<file path="src/vdsc_pkg.sv">
/*
  constants shared by the voltage-code step controller: code widths,
  reference scaling, reset values, timing counts and the step state type.
  assumes a 40 MHz mclk; all counts are derived from it below.
*/
package vdsc_pkg;

  // code and reference formats
  localparam int          CODE_W        = 6;
  localparam int          REF_W         = 14;     // reference in units of 0.1 mV
  localparam logic [5:0]  CODE_OFF      = 6'h3f;  // all-ones: off, no reference
  localparam logic [5:0]  CODE_RST      = 6'h00;  // setting and request after reset
  localparam logic [13:0] REF_BASE      = 14'h1482; // 525.0 mV
  localparam logic [13:0] REF_LSB       = 14'h007d; // 12.5 mV per code step

  // clock and timing figures, periods in picoseconds
  localparam int          CLK_PERIOD_PS    = 25000;    // 40 MHz mclk
  localparam int          SAMPLE_PERIOD_PS = 62500;    // 16 MHz sampling clock
  localparam int          STEP_PERIOD_PS   = 4000000;  // 4 us per 12.5 mV step
  localparam int          QUAL_SAMPLES     = 3;        // equal samples to accept a code
  localparam int          OFF_DELAY_STEPS  = 2;        // step cycles before shutdown

  // derived cycle counts (periods round down, the sample count never below one)
  localparam int SAMPLE_CYC    = (SAMPLE_PERIOD_PS / CLK_PERIOD_PS) < 1 ? 1 : SAMPLE_PERIOD_PS / CLK_PERIOD_PS;
  localparam int STEP_CYC      = STEP_PERIOD_PS / CLK_PERIOD_PS;
  localparam int HALF_STEP_CYC = STEP_CYC / 2;
  localparam int OFF_DELAY_CYC = OFF_DELAY_STEPS * STEP_CYC;

  // counter widths and terminal values
  localparam int          SMP_CNT_W     = 2;
  localparam logic [1:0]  SAMPLE_LAST   = 2'(SAMPLE_CYC - 1);
  localparam int          CNT_W         = 9;
  localparam logic [8:0]  HALF_LAST     = 9'(HALF_STEP_CYC - 1);
  localparam logic [8:0]  STEP_LAST     = 9'(STEP_CYC - 1);
  localparam logic [8:0]  OFF_LAST      = 9'(OFF_DELAY_CYC - 1);

  // step sequencer states
  typedef enum logic [2:0] {
    ST_IDLE,
    ST_WAIT,
    ST_STEP,
    ST_OFF_DLY,
    ST_SHUT
  } vdsc_state_e;

endpackage : vdsc_pkg

</file>
<file path="src/vdsc_code_qual.sv">
/*
  code qualifier: samples the 6-bit request on a tick every second mclk cycle (20 MHz)
  and accepts a new code once three samples in a row agree.
  assumes the request pins are already synchronous to mclk.
*/
`timescale 1ns/1ps
module vdsc_code_qual (
  input  wire logic                         mclk,
  input  wire logic                         nrst,
  input  wire logic                         ce,
  input  wire logic [vdsc_pkg::CODE_W-1:0]  code_raw,
  output logic      [vdsc_pkg::CODE_W-1:0]  code_q,
  output logic                              changed_q
);

  logic [vdsc_pkg::SMP_CNT_W-1:0] smp_cnt_q;
  logic [vdsc_pkg::CODE_W-1:0]    smp_q [vdsc_pkg::QUAL_SAMPLES];
  wire                            tick;
  wire                            all_eq;
  wire                            take;

  // sample tick and agreement of the three held samples
  assign tick   = (smp_cnt_q == vdsc_pkg::SAMPLE_LAST);
  assign all_eq = (smp_q[0] == smp_q[1]) && (smp_q[1] == smp_q[2]);
  assign take   = all_eq && (smp_q[0] != code_q);

  // tick divider
  always_ff @(posedge mclk or negedge nrst) begin
    if (!nrst) begin
      smp_cnt_q <= '0;
    end else if (ce) begin
      smp_cnt_q <= tick ? '0 : smp_cnt_q + 2'h1;
    end
  end

  // sample shift register, one stage per sampling edge
  genvar gi;
  generate
    for (gi = 0; gi < vdsc_pkg::QUAL_SAMPLES; gi++) begin : g_smp
      always_ff @(posedge mclk or negedge nrst) begin
        if (!nrst) begin
          smp_q[gi] <= vdsc_pkg::CODE_RST;
        end else if (ce && tick) begin
          smp_q[gi] <= (gi == 0) ? code_raw : smp_q[(gi == 0) ? 0 : gi - 1];
        end
      end
    end
  endgenerate

  // accepted code; a glitch shorter than three samples never gets here
  always_ff @(posedge mclk or negedge nrst) begin
    if (!nrst) begin
      code_q    <= vdsc_pkg::CODE_RST;
      changed_q <= 1'b0;
    end else if (ce) begin
      changed_q <= take;
      if (take) begin
        code_q <= smp_q[0];
      end
    end
  end
endmodule : vdsc_code_qual

</file>
<file path="src/vdsc_top.sv">
/*
  voltage-code step controller: turns the processor's 6-bit request into
  a reference setting that walks one 12.5 mV step at a time, and handles
  the all-ones off code with a delayed shutdown.
  assumes code pins synchronous to mclk (40 MHz); analog dac outside.
*/
`timescale 1ns/1ps
module vdsc_top (
  input  wire logic                         mclk,
  input  wire logic                         nrst,
  input  wire logic                         ce,
  input  wire logic                         code_bit_400mv,
  input  wire logic                         code_bit_200mv,
  input  wire logic                         code_bit_100mv,
  input  wire logic                         code_bit_50mv,
  input  wire logic                         code_bit_25mv,
  input  wire logic                         code_bit_12p5mv,
  output logic      [vdsc_pkg::REF_W-1:0]   reference_setting_voltage,
  output logic                              reference_on,
  output logic      [vdsc_pkg::CODE_W-1:0]  setting_code,
  output logic                              at_target,
  output logic                              ov_trip_shutdown_level,
  output logic                              pwm_disable,
  output logic                              softstart_restart
);

  logic [vdsc_pkg::CODE_W-1:0] req_code;
  logic                        req_changed;
  logic [vdsc_pkg::CODE_W-1:0] dac_q;
  logic [vdsc_pkg::CODE_W-1:0] dac_d;
  logic [vdsc_pkg::CNT_W-1:0]  cnt_q;
  logic [vdsc_pkg::CNT_W-1:0]  cnt_d;
  logic                        up_q;
  logic                        up_d;
  logic                        shut_q;
  logic                        restart_q;
  logic [vdsc_pkg::REF_W-1:0]  ref_q;
  logic                        ref_on_q;
  logic                        match_q;
  vdsc_pkg::vdsc_state_e       state_q;
  vdsc_pkg::vdsc_state_e       state_d;

  wire [vdsc_pkg::CODE_W-1:0]  code_raw;
  wire                         req_up;
  wire                         req_dn;
  wire                         req_eq;
  wire                         req_off;
  wire                         reversed;
  wire [vdsc_pkg::CODE_W-1:0]  dac_toward;
  wire [vdsc_pkg::REF_W-1:0]   ref_decoded;

  // pins gathered into one code word, 400 mV bit on top
  assign code_raw = {code_bit_400mv, code_bit_200mv, code_bit_100mv,
                     code_bit_50mv, code_bit_25mv, code_bit_12p5mv};

  vdsc_code_qual u_qual (
    .mclk      (mclk),
    .nrst      (nrst),
    .ce        (ce),
    .code_raw  (code_raw),
    .code_q    (req_code),
    .changed_q (req_changed)
  );

  // comparison of request against the held setting
  assign req_off    = (req_code == vdsc_pkg::CODE_OFF);
  assign req_up     = (req_code > dac_q);
  assign req_dn     = (req_code < dac_q);
  assign req_eq     = (req_code == dac_q);
  assign reversed   = up_q ? req_dn : req_up;
  assign dac_toward = req_up ? dac_q + 6'h01 : dac_q - 6'h01;

  // binary weighted decode: 12.5 mV per count above 525 mV
  assign ref_decoded = vdsc_pkg::REF_BASE + 14'(dac_q) * vdsc_pkg::REF_LSB;

  // step sequencer; the off code wins over any pending step
  always_comb begin
    state_d = state_q;
    cnt_d   = cnt_q + 9'h001;
    up_d    = up_q;
    dac_d   = dac_q;
    case (state_q)
      vdsc_pkg::ST_IDLE: begin
        cnt_d = '0;
        if (req_off) begin
          state_d = vdsc_pkg::ST_OFF_DLY;
        end else if (!req_eq) begin
          state_d = vdsc_pkg::ST_WAIT;
          up_d    = req_up;
        end
      end
      vdsc_pkg::ST_WAIT: begin
        if (req_off) begin
          state_d = vdsc_pkg::ST_OFF_DLY;
          cnt_d   = '0;
        end else if (reversed || req_eq) begin
          state_d = vdsc_pkg::ST_IDLE;
        end else if (cnt_q == vdsc_pkg::HALF_LAST) begin
          dac_d   = dac_toward;
          state_d = vdsc_pkg::ST_STEP;
          cnt_d   = '0;
        end
      end
      vdsc_pkg::ST_STEP: begin
        if (req_off) begin
          state_d = vdsc_pkg::ST_OFF_DLY;
          cnt_d   = '0;
        end else if (req_eq) begin
          state_d = vdsc_pkg::ST_IDLE;
        end else if (cnt_q == vdsc_pkg::STEP_LAST) begin
          dac_d   = dac_toward;
          cnt_d   = '0;
        end
      end
      vdsc_pkg::ST_OFF_DLY: begin
        if (!req_off) begin
          state_d = vdsc_pkg::ST_IDLE;    // code withdrawn before shutdown
        end else if (cnt_q == vdsc_pkg::OFF_LAST) begin
          state_d = vdsc_pkg::ST_SHUT;
        end
      end
      vdsc_pkg::ST_SHUT: begin
        cnt_d = '0;
        if (!req_off) begin
          state_d = vdsc_pkg::ST_IDLE;
        end
      end
      default: begin
        state_d = vdsc_pkg::ST_IDLE;
        cnt_d   = '0;
      end
    endcase
  end

  // sequencer registers
  always_ff @(posedge mclk or negedge nrst) begin
    if (!nrst) begin
      state_q <= vdsc_pkg::ST_IDLE;
      cnt_q   <= '0;
      up_q    <= 1'b0;
      dac_q   <= vdsc_pkg::CODE_RST;
    end else if (ce) begin
      state_q <= state_d;
      cnt_q   <= cnt_d;
      up_q    <= up_d;
      dac_q   <= dac_d;
    end
  end

  // registered outputs; restart is a one-cycle pulse on leaving shutdown
  always_ff @(posedge mclk or negedge nrst) begin
    if (!nrst) begin
      shut_q    <= 1'b0;
      restart_q <= 1'b0;
      ref_q     <= vdsc_pkg::REF_BASE;
      ref_on_q  <= 1'b0;
      match_q   <= 1'b1;
    end else if (ce) begin
      shut_q    <= (state_d == vdsc_pkg::ST_SHUT);
      restart_q <= (state_q == vdsc_pkg::ST_SHUT) && !req_off;
      ref_q     <= ref_decoded;
      ref_on_q  <= !req_off;
      match_q   <= req_eq;
    end
  end

  assign reference_setting_voltage = ref_q;
  assign reference_on              = ref_on_q;
  assign setting_code              = dac_q;
  assign at_target                 = match_q;
  assign ov_trip_shutdown_level    = shut_q;
  assign pwm_disable               = shut_q;
  assign softstart_restart         = restart_q;
endmodule : vdsc_top
</file>
<file path="config.mk">
export PLATFORM = sky130hd
export DESIGN_NAME = vdsc_top
export DESIGN_NICKNAME = d
export VERILOG_FILES = /design/src/vdsc_pkg.sv /design/src/vdsc_code_qual.sv /design/src/vdsc_top.sv
export SDC_FILE = /design/constraint.sdc
export NUM_CORES = 1
export LEC_CHECK = 0
export BUFFER_PORTS_ARGS = -buffer_cell sky130_fd_sc_hd__buf_2
export CORE_MARGIN = 5
export CORE_UTILIZATION = 30
export CTS_CLUSTER_SIZE = 12
export DETAILED_ROUTE_END_ITERATION = 10
export GPL_ROUTABILITY_DRIVEN = 0
export MAX_ROUTING_LAYER = met4
export PLACE_DENSITY = 0.47
export SYNTH_ARGS = -nofsm -noshare
export SYNTH_HDL_FRONTEND = slang
export SYNTH_SLANG_ARGS = --single-unit
</file>
<file path="constraint.sdc">
create_clock -name mclk -period 5.4 [get_ports mclk]
set_input_delay 0.81 -clock mclk [delete_from_list [all_inputs] [get_ports mclk]]
set_output_delay 0.81 -clock mclk [all_outputs]
set_load 0.02 [all_outputs]
</file>
==> results.md, run 1 <==
Power:
- The share of total power consumed by net switching is 27.6%.
- The internal power summed over all cells is 0.00110 W.
- The share of power burned in the clock network is 41.1%.
- VDD sags by at most 0.264 mV.
- The portion of total power attributed to combinational logic is 15.4%.
- Power spread over the standard cell area amounts to 305 nW/um^2.
- Summed over all cells, the static leakage comes to 2.22 nW.
- The sequential share of power is 43.5%.
- The post-layout total power is 0.00152 W.
- In this run the power spent charging and discharging nets is 0.000419 W.

Run:
- The tool flagged a number of max-cap violations equal to 0.

Cells and area:
- The post-route netlist has 22.2% of its cells at a drive strength greater than 1.
- The layout has 1422 filler cells.
- In the final layout, flip-flops and latches occupy 1580 sq um.
- The multi-input combinational cells in the finished layout cover a total of 2510 sq um.
- The number of antenna diodes in the final layout is 0.
- The area growth from synthesis to layout is 15.8%.
- The final layout contains 510 nets.

Worst setup path:
- The startpoint-to-endpoint class of the critical path is reg2reg.
- The arrival time of data at the critical path endpoint is 4.45 ns.
- STA classifies the critical path endpoint as a register.
- The cell seen most often among critical-path stages is sky130_fd_sc_hd__inv_1.
- Walking the worst path, the cells encountered are inv_1 > fa_1 > inv_1 > fa_1 > inv_1 > fa_1 > inv_1 > ha_1 > ha_1 > nor2b_1 > o21a_1 > o21ai_0 > a21boi_0 > o311ai_0.
- For the worst flop-to-flop path, the logic depth is 14.
- For flop-to-flop paths, the worst setup slack is 1.17 ns.
- The library cell contributing the largest single delay on the critical path is sky130_fd_sc_hd__dfrtp_1.
- STA classifies the critical path startpoint as a register.
- The highest fanout seen on the critical path is 9.
- The longest individual stage delay on the worst path is 0.54 ns.
- The worst path required time is 5.62 ns.

Floorplanning:
- In this run the standard cell core region covers 14000 sq um.
- In this run the count of I/O pins placed on the die edge is 34.
- The initial utilization of the core area, before any placement, comes to 30.7%.
- The die is 130 um tall.
- The width of the die is 130 um.
- Row generation in the floorplan step produced 43 rows.
- The floorplan step defined a die boundary enclosing 16800 sq um.

Worst hold path:
- The type of the worst min-delay path is reg2reg.
- The worst hold path depth is 1.

Synthesis:
- The register area share after synthesis is 36.8%.
- The post-synthesis instance area is 4300 sq um.
- Counting instances in the post-synthesis netlist gives the leading cell types as sky130_fd_sc_hd__dfrtp_1, sky130_fd_sc_hd__ha_1, sky130_fd_sc_hd__inv_1, sky130_fd_sc_hd__mux2_2, sky130_fd_sc_hd__o21ai_0.
- The count of state elements after synthesis is 63.
- The cell count after synthesis came out at 404.
- The Yosys step of the flow raised 0 warnings.
- After synthesis, the cell types taking the most area are sky130_fd_sc_hd__dfrtp_1, sky130_fd_sc_hd__ha_1, sky130_fd_sc_hd__mux2_2.
- The number of nets in the synthesized netlist is 473.
- The library cell with the highest instance count after synthesis is sky130_fd_sc_hd__dfrtp_1.
- The cell type with the highest aggregate area in the netlist is sky130_fd_sc_hd__dfrtp_1.
- The count of cell types in the netlist is 53.
- For this run, the leading register cell type out of synthesis is sky130_fd_sc_hd__dfrtp_1.
- A synthesized cell averages 10.6 sq um.
- The area share of the largest cell type after synthesis is 33.8%.
- Of all flip-flops after synthesis, the portion carrying an async set or reset was 100%.
- In this run, synthesis inferred 0 flip-flops with an integrated enable.

Global route:
- The pin count of the biggest net entering global routing is 64.
- Summed over all layers, the global routing overflow is 0.
- The global-route wire length before repair is 15500 um.
- The number of antenna violations at the first check in global routing came to 0.
- The via count of the first global-routing pass is 3168.
- The global-route usage over all layers is 12.2%.

STA:
- At the pin with the least slew margin, the transition time is 0.884 ns.
- The max-slew violation count is 0.
- The final setup TNS is 0 ns.
- Setup repair after global routing left no endpoint under its margin.
- The worst slew slack as a fraction of its limit is 40.9%.
- The share of the clock period used by the worst path is 78.4%.
- Setup violations remaining at the end of the flow were counted as 0.
- The minimum clock period is 4.23 ns.
- The setup clock skew after layout is 0.00788 ns.
- The fmax is 0.236 GHz.
- The count of final hold-check violations came to 0.

Placed design:
- Buffers placed on the I/O ports in this run total 33.
- The placed wire-length estimate is 6690 um.

Detailed routing:
- After detailed routing, the number of remaining DRC violations is 0.
- For this block, the via count after detailed routing is 3047.
- The total wire length after detailed routing is 9060 um.
- The ratio of routed vias to standard cells is 4.87.
- After detailed routing, the average wire length per cell comes to 14.5 um.
- The detailed router finished its first iteration with 111 violations.
- The first detailed-routing pass ran for 4 iterations.
- The residual antenna-violating net count after detailed routing is 0.

Clock network:
- Clock-pin slew was measured on the worst setup and hold paths at 0.05 ns.
- The clock tree synthesis step divided the H-tree into 3 levels.
- The number of buffers created by CTS is 9.
- The cell sitting at the root of the clock tree is a sky130_fd_sc_hd__clkbuf_16.
- After clock tree synthesis, the setup repair step added 0 buffers.
- At the later pin of the worst-skew pair, clock insertion delay measures 0.34 ns.
- Hold repair after CTS inserted 0 buffers.
- The post-cts sizing count is 0.
- The clock tree from TritonCTS is done.
- The buffer depth of the longest clock path is 2.
- For this design, the sink count on the clock tree is 63.

Status:
- The flow ran to the end, and the final reports show no timing, DRC or antenna violations.
layout make-up:
cell class / instances / share of cell area, %
multi-input combinational: 287 / 50.4
inverter: 45 / 3.39
sequential: 63 / 31.8
clock inverter: 6 / 1.71
tap: 180 / 4.52
timing repair buffer: 35 / 3.62
clock buffer: 10 / 4.60
path summary, 6_finish.rpt:
check                                                start                                         to
setup / recovery               setting_code[0]$_DFFE_PN0P_  reference_setting_voltage[10]$_DFFE_PN1P_
hold / removal             u_qual.smp_cnt_q[0]$_DFFE_PN0P_            u_qual.smp_cnt_q[0]$_DFFE_PN0P_
setup reg to reg               setting_code[0]$_DFFE_PN0P_  reference_setting_voltage[10]$_DFFE_PN1P_
hold reg to reg            u_qual.smp_cnt_q[0]$_DFFE_PN0P_            u_qual.smp_cnt_q[0]$_DFFE_PN0P_
max in group asynchronous                             nrst   reference_setting_voltage[2]$_DFFE_PN0P_
min in group asynchronous                             nrst   reference_setting_voltage[9]$_DFFE_PN0P_
per-stage QoR:
step	utilization, %	worst slack [ns]	cells	area (sq um)	hold slack [ns]
final	35.6	1.17	626	4980	0.493
after global routing	35.6	0.827	626	4980	0.514
after CTS	35.6	1.13	626	4980	0.495
after detailed placement	33.3	1.16	610	4660	0.487
after global placement	33.3	1.28	610	4660	0.474
after floorplan	-	1.39	404	4300	0.458
power by group through the flow:
stage	Clock, W	Sequential (W)	Combinational [W]
floorplan	0	0.000637	0.000193
global placement	0	0.000661	0.000232
detailed placement	0	0.000667	0.000238
CTS	0.000642	0.000659	0.000239
global route	0.000655	0.000679	0.000267
finish	0.000623	0.000660	0.000234
metal layers:
layer,wire length [um],vias up,GRT usage (%),share of wire (%)
met4,202,0,5.68,2.2
met5,0,-,-,0
li1,-,1516,-,-
met1,4430,1472,15.8,49
met3,313,14,2.33,3.5
met2,4120,45,18.4,45
registers in the layout, summed over array words and instances (netlist names):
name,count
at_target,1
cnt_q,9
ov_trip_shutdown_level,1
reference_on,1
reference_setting_voltage,14
setting_code,6
softstart_restart,1
state_q,3
u_qual.code_q,6
u_qual.smp_cnt_q,2
u_qual.smp_q,18
up_q,1
cells in the final DEF (no fill, tap or decap), types with 2 or more instances in the layout:
cell type                    instances
sky130_fd_sc_hd__o2111ai_1           3
sky130_fd_sc_hd__clkinvlp_4          2
sky130_fd_sc_hd__fa_1               14
sky130_fd_sc_hd__or3_1               6
sky130_fd_sc_hd__nor3_1             13
sky130_fd_sc_hd__and3_1              6
sky130_fd_sc_hd__xnor2_1            12
sky130_fd_sc_hd__mux2_2             35
sky130_fd_sc_hd__dfrtp_1            58
sky130_fd_sc_hd__clkbuf_16           9
sky130_fd_sc_hd__nor2b_1             6
sky130_fd_sc_hd__buf_2              33
sky130_fd_sc_hd__o21ai_1             2
sky130_fd_sc_hd__a21o_1              8
sky130_fd_sc_hd__a21boi_0            2
sky130_fd_sc_hd__nand2_1            18
sky130_fd_sc_hd__dfstp_2             5
sky130_fd_sc_hd__a211oi_1            5
sky130_fd_sc_hd__nand4_1             3
sky130_fd_sc_hd__xor2_1              9
sky130_fd_sc_hd__o21a_1              2
sky130_fd_sc_hd__o21ai_0            19
sky130_fd_sc_hd__o22ai_1             3
sky130_fd_sc_hd__buf_4               2
sky130_fd_sc_hd__a31oi_2             2
sky130_fd_sc_hd__inv_1              45
sky130_fd_sc_hd__mux2i_1             4
sky130_fd_sc_hd__nand3_1            17
sky130_fd_sc_hd__nor2_1             11
sky130_fd_sc_hd__o21bai_1            2
sky130_fd_sc_hd__nand2b_1            2
sky130_fd_sc_hd__ha_1               46
sky130_fd_sc_hd__clkinv_2            2
sky130_fd_sc_hd__a21oi_1             8
sky130_fd_sc_hd__o211ai_1            3
sky130_fd_sc_hd__a22oi_1             2
sky130_fd_sc_hd__bufinv_16           2
sky130_fd_sc_hd__a31oi_1             4
sky130_fd_sc_hd__o311ai_0            2
worst max-delay path: cells and delay by family, from the launching register on:
| kind | cells | cell delay [ns] |
|---|---|---|
| adder cells (fa/ha/maj) | 5 | 2.14 |
| AO/OA/AOI/OAI | 4 | 0.96 |
| flip-flops | 1 | 0.54 |
| buffers and inverters | 4 | 0.33 |
| AND/OR/NAND/NOR | 1 | 0.14 |
kinds of logic (layout without fill, tap and decap cells):
kind of cell,Yosys count,in the layout,share of synthesized area [%]
XOR/XNOR,21,21,4.28
flip-flops,63,63,36.8
multiplexers,40,40,10.4
AO/OA/AOI/OAI,72,72,11.4
buffers and inverters,54,96,4.89
AND/OR/NAND/NOR,94,94,12.4
adder cells (fa/ha/maj),60,60,19.9
(Power assumes the default switching activity.)
==> inputs of run 2 (changes only) <==
- clock period: 5.4 -> 4.1 ns (I/O delays scaled with it)
==> results.md, run 2 (synthesis results as in run 1) <==
Worst setup path:
- The end of the worst register-to-register path is reference_setting_voltage[8]$_DFFE_PN0P_ (was reference_setting_voltage[10]$_DFFE_PN1P_).
- The worst path required time is 4.32 ns (was 5.62 ns).
- The startpoint of the most critical setup path is setting_code[0]$_DFFE_PN0P_ (unchanged).
- The highest fanout seen on the critical path is 4 (was 9).
- The reg-to-reg startpoint is setting_code[0]$_DFFE_PN0P_ (unchanged).
- The flop-to-flop setup slack is 0.25 ns (was 1.17 ns).
- The startpoint-to-endpoint class of the critical path is reg2reg (unchanged).
- The type of destination of the critical path is a register (unchanged).
- The longest individual stage delay on the worst path is 0.53 ns (was 0.54 ns).
- The cell seen most often among critical-path stages is sky130_fd_sc_hd__inv_1 (unchanged).
- The kind of cell adding the most delay to the critical path was adder cells (unchanged).
- The arrival time of data at the critical path endpoint is 4.08 ns (was 4.45 ns).
- The worst path buffer plus inverter count is 4 (unchanged).
- The critical path startpoint category is a register (unchanged).
- Cell-by-cell trace of the critical path: inv_1 > fa_1 > inv_1 > fa_1 > inv_1 > fa_1 > inv_1 > ha_1 > ha_1 > nor2b_1 > o21a_1 > or2_2 > xor2_1 > mux2_2 (was inv_1 > fa_1 > inv_1 > fa_1 > inv_1 > fa_1 > inv_1 > ha_1 > ha_1 > nor2b_1 > o21a_1 > o21ai_0 > a21boi_0 > o311ai_0).
- The library cell contributing the largest single delay on the critical path is sky130_fd_sc_hd__fa_1 (was sky130_fd_sc_hd__dfrtp_1).
- The total stage count of the critical path is 14 (unchanged).
- The number of cells on the worst reg-to-reg path came to 14 (unchanged).

Global route:
- The number of antenna violations at the first check in global routing is 0 (unchanged).
- The via count of the first global-routing pass is 3091 (was 3168).
- The global-route usage over all layers is 12.3% (was 12.2%).
- The overflow left after global routing is 0 (unchanged).
- The pin count of the biggest net entering global routing was 34 (was 64).
- The global-route wire length before repair is 15600 um (was 15500 um).

Cells and area:
- The flip-flop count of the largest register after layout was 18 (unchanged).
- The sequential cell area came to 1580 sq um (unchanged).
- The area of all placed cells without fillers came to 5040 sq um (was 4980 sq um).
- The most frequent standard cell in the layout excluding fill and tap cells is sky130_fd_sc_hd__dfrtp_1 (unchanged).
- The top register by number of flip-flops is u_qual.smp_q (unchanged).
- The number of antenna diodes was 0 (unchanged).
- The final layout net count came to 516 (was 510).
- The proportion of layout cells with a drive suffix above 1 is 23.2% (was 22.2%).
- Most used cells in the layout excluding fill and tap cells: sky130_fd_sc_hd__dfrtp_1, sky130_fd_sc_hd__ha_1, sky130_fd_sc_hd__inv_1 (unchanged).
- The total of fill cells in the finished design came to 1437 (was 1422).
- The multi-input logic area came to 2510 sq um (about the same).
- The synthesis-to-finish area growth is 17.2% (was 15.8%).

STA:
- The total of endpoints with negative setup slack in the final report came to 0 (unchanged).
- The share of the clock period used by the worst path was 94.0% (was 78.4%).
- The pin slew with the least headroom to its limit is 0.842 ns (was 0.884 ns).
- The minimum clock period is 3.85 ns (was 4.23 ns).
- The count of final hold-check violations is 0 (unchanged).
- The max-slew violation count is 0 (unchanged).
- Setup repair after global routing missed its margin: false (unchanged).
- The setup clock skew after layout was 0.00605 ns (was 0.00788 ns).
- The fmax is 0.259 GHz (was 0.236 GHz).
- The worst slew slack as a fraction of its limit is 43.7% (was 40.9%).
- The final worst setup slack is 0.246 ns (was 1.17 ns).
- The final setup TNS is 0 ns (unchanged).

Floorplanning:
- The die area came to 16800 sq um (unchanged).
- The standard-cell row count is 43 (unchanged).
- The placeable core region is 14000 sq um (unchanged).
- The width of the die is 130 um (unchanged).
- The count of pins on the block boundary is 34 (unchanged).
- The die boundary height came to 130 um (unchanged).
- The starting density of the core is 30.7% (unchanged).

Clock network:
- The clock latency on the worst-skew pair is 0.34 ns (about the same).
- The buffer depth of the longest clock path is 2 (unchanged).
- The number of levels the H-tree was split into was 3 (unchanged).
- The clock root buffer is sky130_fd_sc_hd__clkbuf_16 (unchanged).
- The clock sink total was 63 (unchanged).
- The CTS clock-pin slew for the worst setup and hold paths is 0.05 ns (about the same).
- The clock tree from TritonCTS is done (unchanged).
- The number of setup buffers added after CTS is 0 (unchanged).
- The number of buffers created by CTS is 9 (unchanged).

Placed design:
- The placed wire-length estimate is 6920 um (was 6690 um).
- The setup slack at placement came to 0.163 ns (was 1.16 ns).
- The count of buffers from port buffering is 33 (unchanged).
- The standard cell area after detailed placement is 4710 sq um (was 4660 sq um).

Run:
- The max-cap check violation count is 0 (unchanged).

Detailed routing:
- The routed via count is 3042 (was 3047).
- The detailed-route DRC error count is 0 (unchanged).
- The number of design-rule violations left by the first detailed-router iteration is 115 (was 111).
- The residual antenna-violating net count after detailed routing is 0 (unchanged).
- The total wire length after detailed routing is 9110 um (was 9060 um).
- The number of detailed-route iterations in the first pass came to 4 (unchanged).
- The routed wire length per instance is 14.4 um (was 14.5 um).
- The ratio of routed vias to standard cells is 4.81 (was 4.87).

Power:
- The total power divided by cell area was 400 nW/um^2 (was 305 nW/um^2).
- The standby leakage power is 2.26 nW (was 2.22 nW).
- The largest voltage drop on the vdd net is 0.227 mV (was 0.264 mV).

Worst hold path:
- The type of the worst min-delay path is in2async (was reg2reg).

Status:
- Run status: complete, no violations (unchanged).
==> run 2: cell count changes in the layout (fill, tap and decap cells not counted), moves of 2 or more <==
| cell | delta |
|---|---|
| sky130_fd_sc_hd__clkinvlp_4 | -2 |
| sky130_fd_sc_hd__clkbuf_8 | +2 |
| sky130_fd_sc_hd__o311ai_0 | -2 |
| sky130_fd_sc_hd__o311ai_1 | +2 |
| sky130_fd_sc_hd__buf_4 | +6 |
==> run 2: worst max path at each step <==
stage                                           endpoint
2_1_floorplan   reference_setting_voltage[8]$_DFFE_PN0P_
3_3_place_gp   reference_setting_voltage[10]$_DFFE_PN1P_
3_5_place_dp   reference_setting_voltage[10]$_DFFE_PN1P_
4_1_cts        reference_setting_voltage[10]$_DFFE_PN1P_
5_1_grt        reference_setting_voltage[12]$_DFFE_PN1P_
6_report        reference_setting_voltage[8]$_DFFE_PN0P_
==> run 2: timing repair <==
item                                   in CTS  in global routing
gates resized for setup                     0                  4
hold buffers                                0                  0
setup endpoints to repair                   0                  3
endpoints found under the hold margin       0                  0
==> run 2: routing by layer <==
layer  track usage [%]  wire [um]  vias to the layer above
li1                  -          -                     1526
met4              5.32        183                        0
met1              16.1       4490                     1467
met3              2.62        289                       12
met5                 -          0                        -
met2              18.4       4140                       37
==> run 2: power breakdown <==
group          switching, W  total [W]  internal (W)
Sequential         0.000125   0.000867      0.000741
Combinational      0.000131   0.000306      0.000175
Clock              0.000279   0.000843      0.000565
==> run 2: cell type report <==
cell class              count  area share, %
flip-flops and latches     63           31.4
clock buffers              13           5.17
repair buffers             41           4.47
clock inverters             3           1.29
multi-input cells         287           49.8
inverters                  45           3.35
well taps                 180           4.47
==> run 2: stage by stage <==
stage	power [W]	cells	hold WS (ns)	utilization [%]
after floorplan	0.00109	404	0.319	-
after global placement	0.00117	616	0.473	33.7
after detailed placement	0.00119	616	0.483	33.7
after CTS	0.00205	632	0.389	36.0
after global routing	0.00213	632	0.441	36.0
final	0.00202	632	0.363	36.0
==> inputs of run 3 (changes only) <==
- CAP_MARGIN: unset -> 20
- clock period: 4.1 -> 4.3 ns (I/O delays scaled with it)
==> results.md, run 3 (synthesis results as in run 1) <==
Status:
- Run status: complete, no violations (unchanged).

Power:
- The internal power summed over all cells is 0.00141 W (was 0.00148 W).
- The share of power burned in the clock network is 41.5% (was 41.8%).
- The share of total power consumed by net switching is 26.4% (was 26.6%).
- The portion of total power attributed to combinational logic is 15.5% (was 15.2%).
- The largest voltage drop on the vdd net came to 0.272 mV (was 0.227 mV).
- The sequential share of power is 43.0% (about the same).
- The standby leakage power is 2.25 nW (was 2.26 nW).
- The total power divided by cell area is 383 nW/um^2 (was 400 nW/um^2).
- The switching power summed over all nets is 0.000508 W (was 0.000535 W).

Cells and area:
- The synthesis-to-finish area growth is 16.9% (was 17.2%).
- Most used cells in the layout excluding fill and tap cells: sky130_fd_sc_hd__dfrtp_1, sky130_fd_sc_hd__ha_1, sky130_fd_sc_hd__inv_1 (unchanged).
- The total of fill cells in the finished design is 1436 (was 1437).
- The flip-flop count of the largest register after layout was 18 (unchanged).
- The proportion of layout cells with a drive suffix above 1 is 22.8% (was 23.2%).
- The final layout net count came to 515 (was 516).
- The most frequent standard cell in the layout excluding fill and tap cells was sky130_fd_sc_hd__dfrtp_1 (unchanged).
- The share of the core filled with cells in the final layout is 35.9% (was 36.0%).
- The top register by number of flip-flops is u_qual.smp_q (unchanged).
- The number of antenna diodes is 0 (unchanged).

Worst setup path:
- The library cell contributing the largest single delay on the critical path is sky130_fd_sc_hd__fa_1 (unchanged).
- The end of the worst register-to-register path is reference_setting_voltage[10]$_DFFE_PN1P_ (was reference_setting_voltage[8]$_DFFE_PN0P_).
- The critical path startpoint category is a register (unchanged).
- The highest fanout seen on the critical path is 4 (unchanged).
- The reg-to-reg startpoint is setting_code[2]$_DFFE_PN0P_ (was setting_code[0]$_DFFE_PN0P_).
- The longest individual stage delay on the worst path is 0.50 ns (was 0.53 ns).
- The cell seen most often among critical-path stages was sky130_fd_sc_hd__inv_1 (unchanged).
- The startpoint-to-endpoint class of the critical path is reg2reg (unchanged).
- Cell-by-cell trace of the critical path: inv_1 > fa_1 > inv_1 > fa_1 > inv_1 > fa_1 > inv_1 > ha_1 > ha_1 > nor2b_1 > o21a_1 > o21ai_0 > a21boi_0 > o311ai_0 (was inv_1 > fa_1 > inv_1 > fa_1 > inv_1 > fa_1 > inv_1 > ha_1 > ha_1 > nor2b_1 > o21a_1 > or2_2 > xor2_1 > mux2_2).
- The worst path required time is 4.52 ns (was 4.32 ns).
- The number of cells on the worst reg-to-reg path was 14 (unchanged).
- The arrival time of data at the critical path endpoint was 4.13 ns (was 4.08 ns).
- The flop-to-flop setup slack came to 0.39 ns (was 0.25 ns).
- The type of destination of the critical path was a register (unchanged).

Global route:
- The global-route usage over all layers was 12.2% (was 12.3%).
- The met3 layer usage reported by global route is 2.42% (was 2.62%).
- The number of antenna violations at the first check in global routing is 0 (unchanged).
- The via count of the first global-routing pass is 3046 (was 3091).
- The pin count of the biggest net entering global routing is 38 (was 34).
- The busiest layer in global routing is met2 (unchanged).
- The overflow left after global routing is 0 (unchanged).
- The met1 track utilization from global routing is 16.2% (was 16.1%).
- The global-route wire length before repair is 15600 um (about the same).
- The routing usage on met2 came to 18.1% (was 18.4%).

STA:
- The share of the clock period used by the worst path came to 91.0% (was 94.0%).
- The pin slew with the least headroom to its limit is 0.894 ns (was 0.842 ns).
- The fmax is 0.255 GHz (was 0.259 GHz).
- The minimum clock period is 3.91 ns (was 3.85 ns).
- The worst slew slack as a fraction of its limit is 40.4% (was 43.7%).
- Setup repair after global routing missed its margin: false (unchanged).
- The total of endpoints with negative setup slack in the final report is 0 (unchanged).
- The count of final hold-check violations is 0 (unchanged).
- The final setup TNS is 0 ns (unchanged).
- The max-slew violation count is 0 (unchanged).
- The setup clock skew after layout is 0.00383 ns (was 0.00605 ns).

Detailed routing:
- The ratio of routed vias to standard cells is 4.87 (was 4.81).
- The routed wire length per instance came to 14.4 um (about the same).
- The total wire length after detailed routing is 9110 um (about the same).
- The number of detailed-route iterations in the first pass is 4 (unchanged).
- The number of design-rule violations left by the first detailed-router iteration came to 128 (was 115).
- The routed via count is 3075 (was 3042).
- The residual antenna-violating net count after detailed routing came to 0 (unchanged).
- The detailed-route DRC error count is 0 (unchanged).

Clock network:
- The number of buffers inserted for hold repair after clock tree synthesis is 0 (unchanged).
- The buffer depth of the longest clock path is 2 (unchanged).
- The CTS clock-pin slew for the worst setup and hold paths was 0.05 ns (about the same).
- The clock sink total was 63 (unchanged).
- The clock root buffer is sky130_fd_sc_hd__clkbuf_16 (unchanged).
- The post-cts sizing count is 0 (unchanged).
- The number of levels the H-tree was split into was 3 (unchanged).
- The number of setup buffers added after CTS is 0 (unchanged).
- The clock tree from TritonCTS was done (unchanged).
- The number of buffers created by CTS is 9 (unchanged).
- The clock latency on the worst-skew pair came to 0.33 ns (was 0.34 ns).

Placed design:
- The count of buffers from port buffering is 33 (unchanged).
- The placed wire-length estimate is 6940 um (was 6920 um).

Worst hold path:
- The type of the worst min-delay path is in2async (unchanged).

Floorplanning:
- The standard-cell row count is 43 (unchanged).
- The width of the die was 130 um (unchanged).
- The count of pins on the block boundary is 34 (unchanged).
- The starting density of the core is 30.7% (unchanged).
- The die area is 16800 sq um (unchanged).
- The die boundary height is 130 um (unchanged).
- The placeable core region is 14000 sq um (unchanged).

Run:
- The max-cap check violation count is 0 (unchanged).
run 3: cell count changes in the layout (fill, tap and decap cells not counted), sizes merged:
cell,before,now
buf,41,40
run 3: power groups by stage:
stage          Combinational (W)  Clock (W)  Sequential, W
2_1_floorplan           0.000243          0       0.000800
3_3_place_gp            0.000293          0       0.000830
4_1_cts                 0.000303   0.000823       0.000828
5_1_grt                 0.000333   0.000852       0.000848
3_5_place_dp            0.000302          0       0.000837
6_report                0.000297   0.000798       0.000827
run 3: final cells by class:
class                      count  area (sq um)  area share [%]
timing repair buffer          40           218            4.33
multi-input combinational    287          2510            49.9
sequential                    63          1580            31.5
tap                          180           225            4.48
clock inverter                 3          65.1            1.29
inverter                      45           169            3.36
clock buffer                  13           260            5.18
run 3: how the worst max path moves through the flow:
stage | startpoint | slack (ns) | depth (start not counted) | end
6_report | setting_code[2]$_DFFE_PN0P_ | 0.39 | 14 | reference_setting_voltage[10]$_DFFE_PN1P_
5_1_grt | setting_code[0]$_DFFE_PN0P_ | 0.05 | 15 | reference_setting_voltage[10]$_DFFE_PN1P_
4_1_cts | setting_code[0]$_DFFE_PN0P_ | 0.37 | 14 | reference_setting_voltage[12]$_DFFE_PN1P_
3_5_place_dp | setting_code[0]$_DFFE_PN0P_ | 0.39 | 14 | reference_setting_voltage[10]$_DFFE_PN1P_
3_3_place_gp | setting_code[0]$_DFFE_PN0P_ | 0.44 | 14 | reference_setting_voltage[10]$_DFFE_PN1P_
2_1_floorplan | setting_code[1]$_DFFE_PN0P_ | 0.29 | 14 | reference_setting_voltage[8]$_DFFE_PN0P_
run 3: worst max-delay path: cells and delay by family, from the launching register on:
kind	cells	cell delay, ns
AND/OR/NAND/NOR	1	0.15
adder cells (fa/ha/maj)	5	2.09
flip-flops	1	0.35
AO/OA/AOI/OAI	4	0.92
buffers and inverters	4	0.29
run 3: per-layer routing:
metal / vias to the layer above / part of all wire, % / routed length, um
met5: - / 0 / 0
met4: 0 / 2.1 / 188
met3: 11 / 3.0 / 270
met2: 45 / 45 / 4120
met1: 1497 / 50 / 4530
li1: 1522 / - / -
run 3: metrics by stage:
stage               power [W]  area (sq um)  hold slack [ns]  worst slack, ns  instances
floorplan             0.00104          4300            0.349            0.292        404
CTS                   0.00195          5030            0.468            0.370        631
global placement      0.00112          4700            0.473            0.444        615
detailed placement    0.00114          4700            0.478            0.392        615
finish                0.00192          5030            0.443            0.386        631
global route          0.00203          5030            0.526           0.0486        631
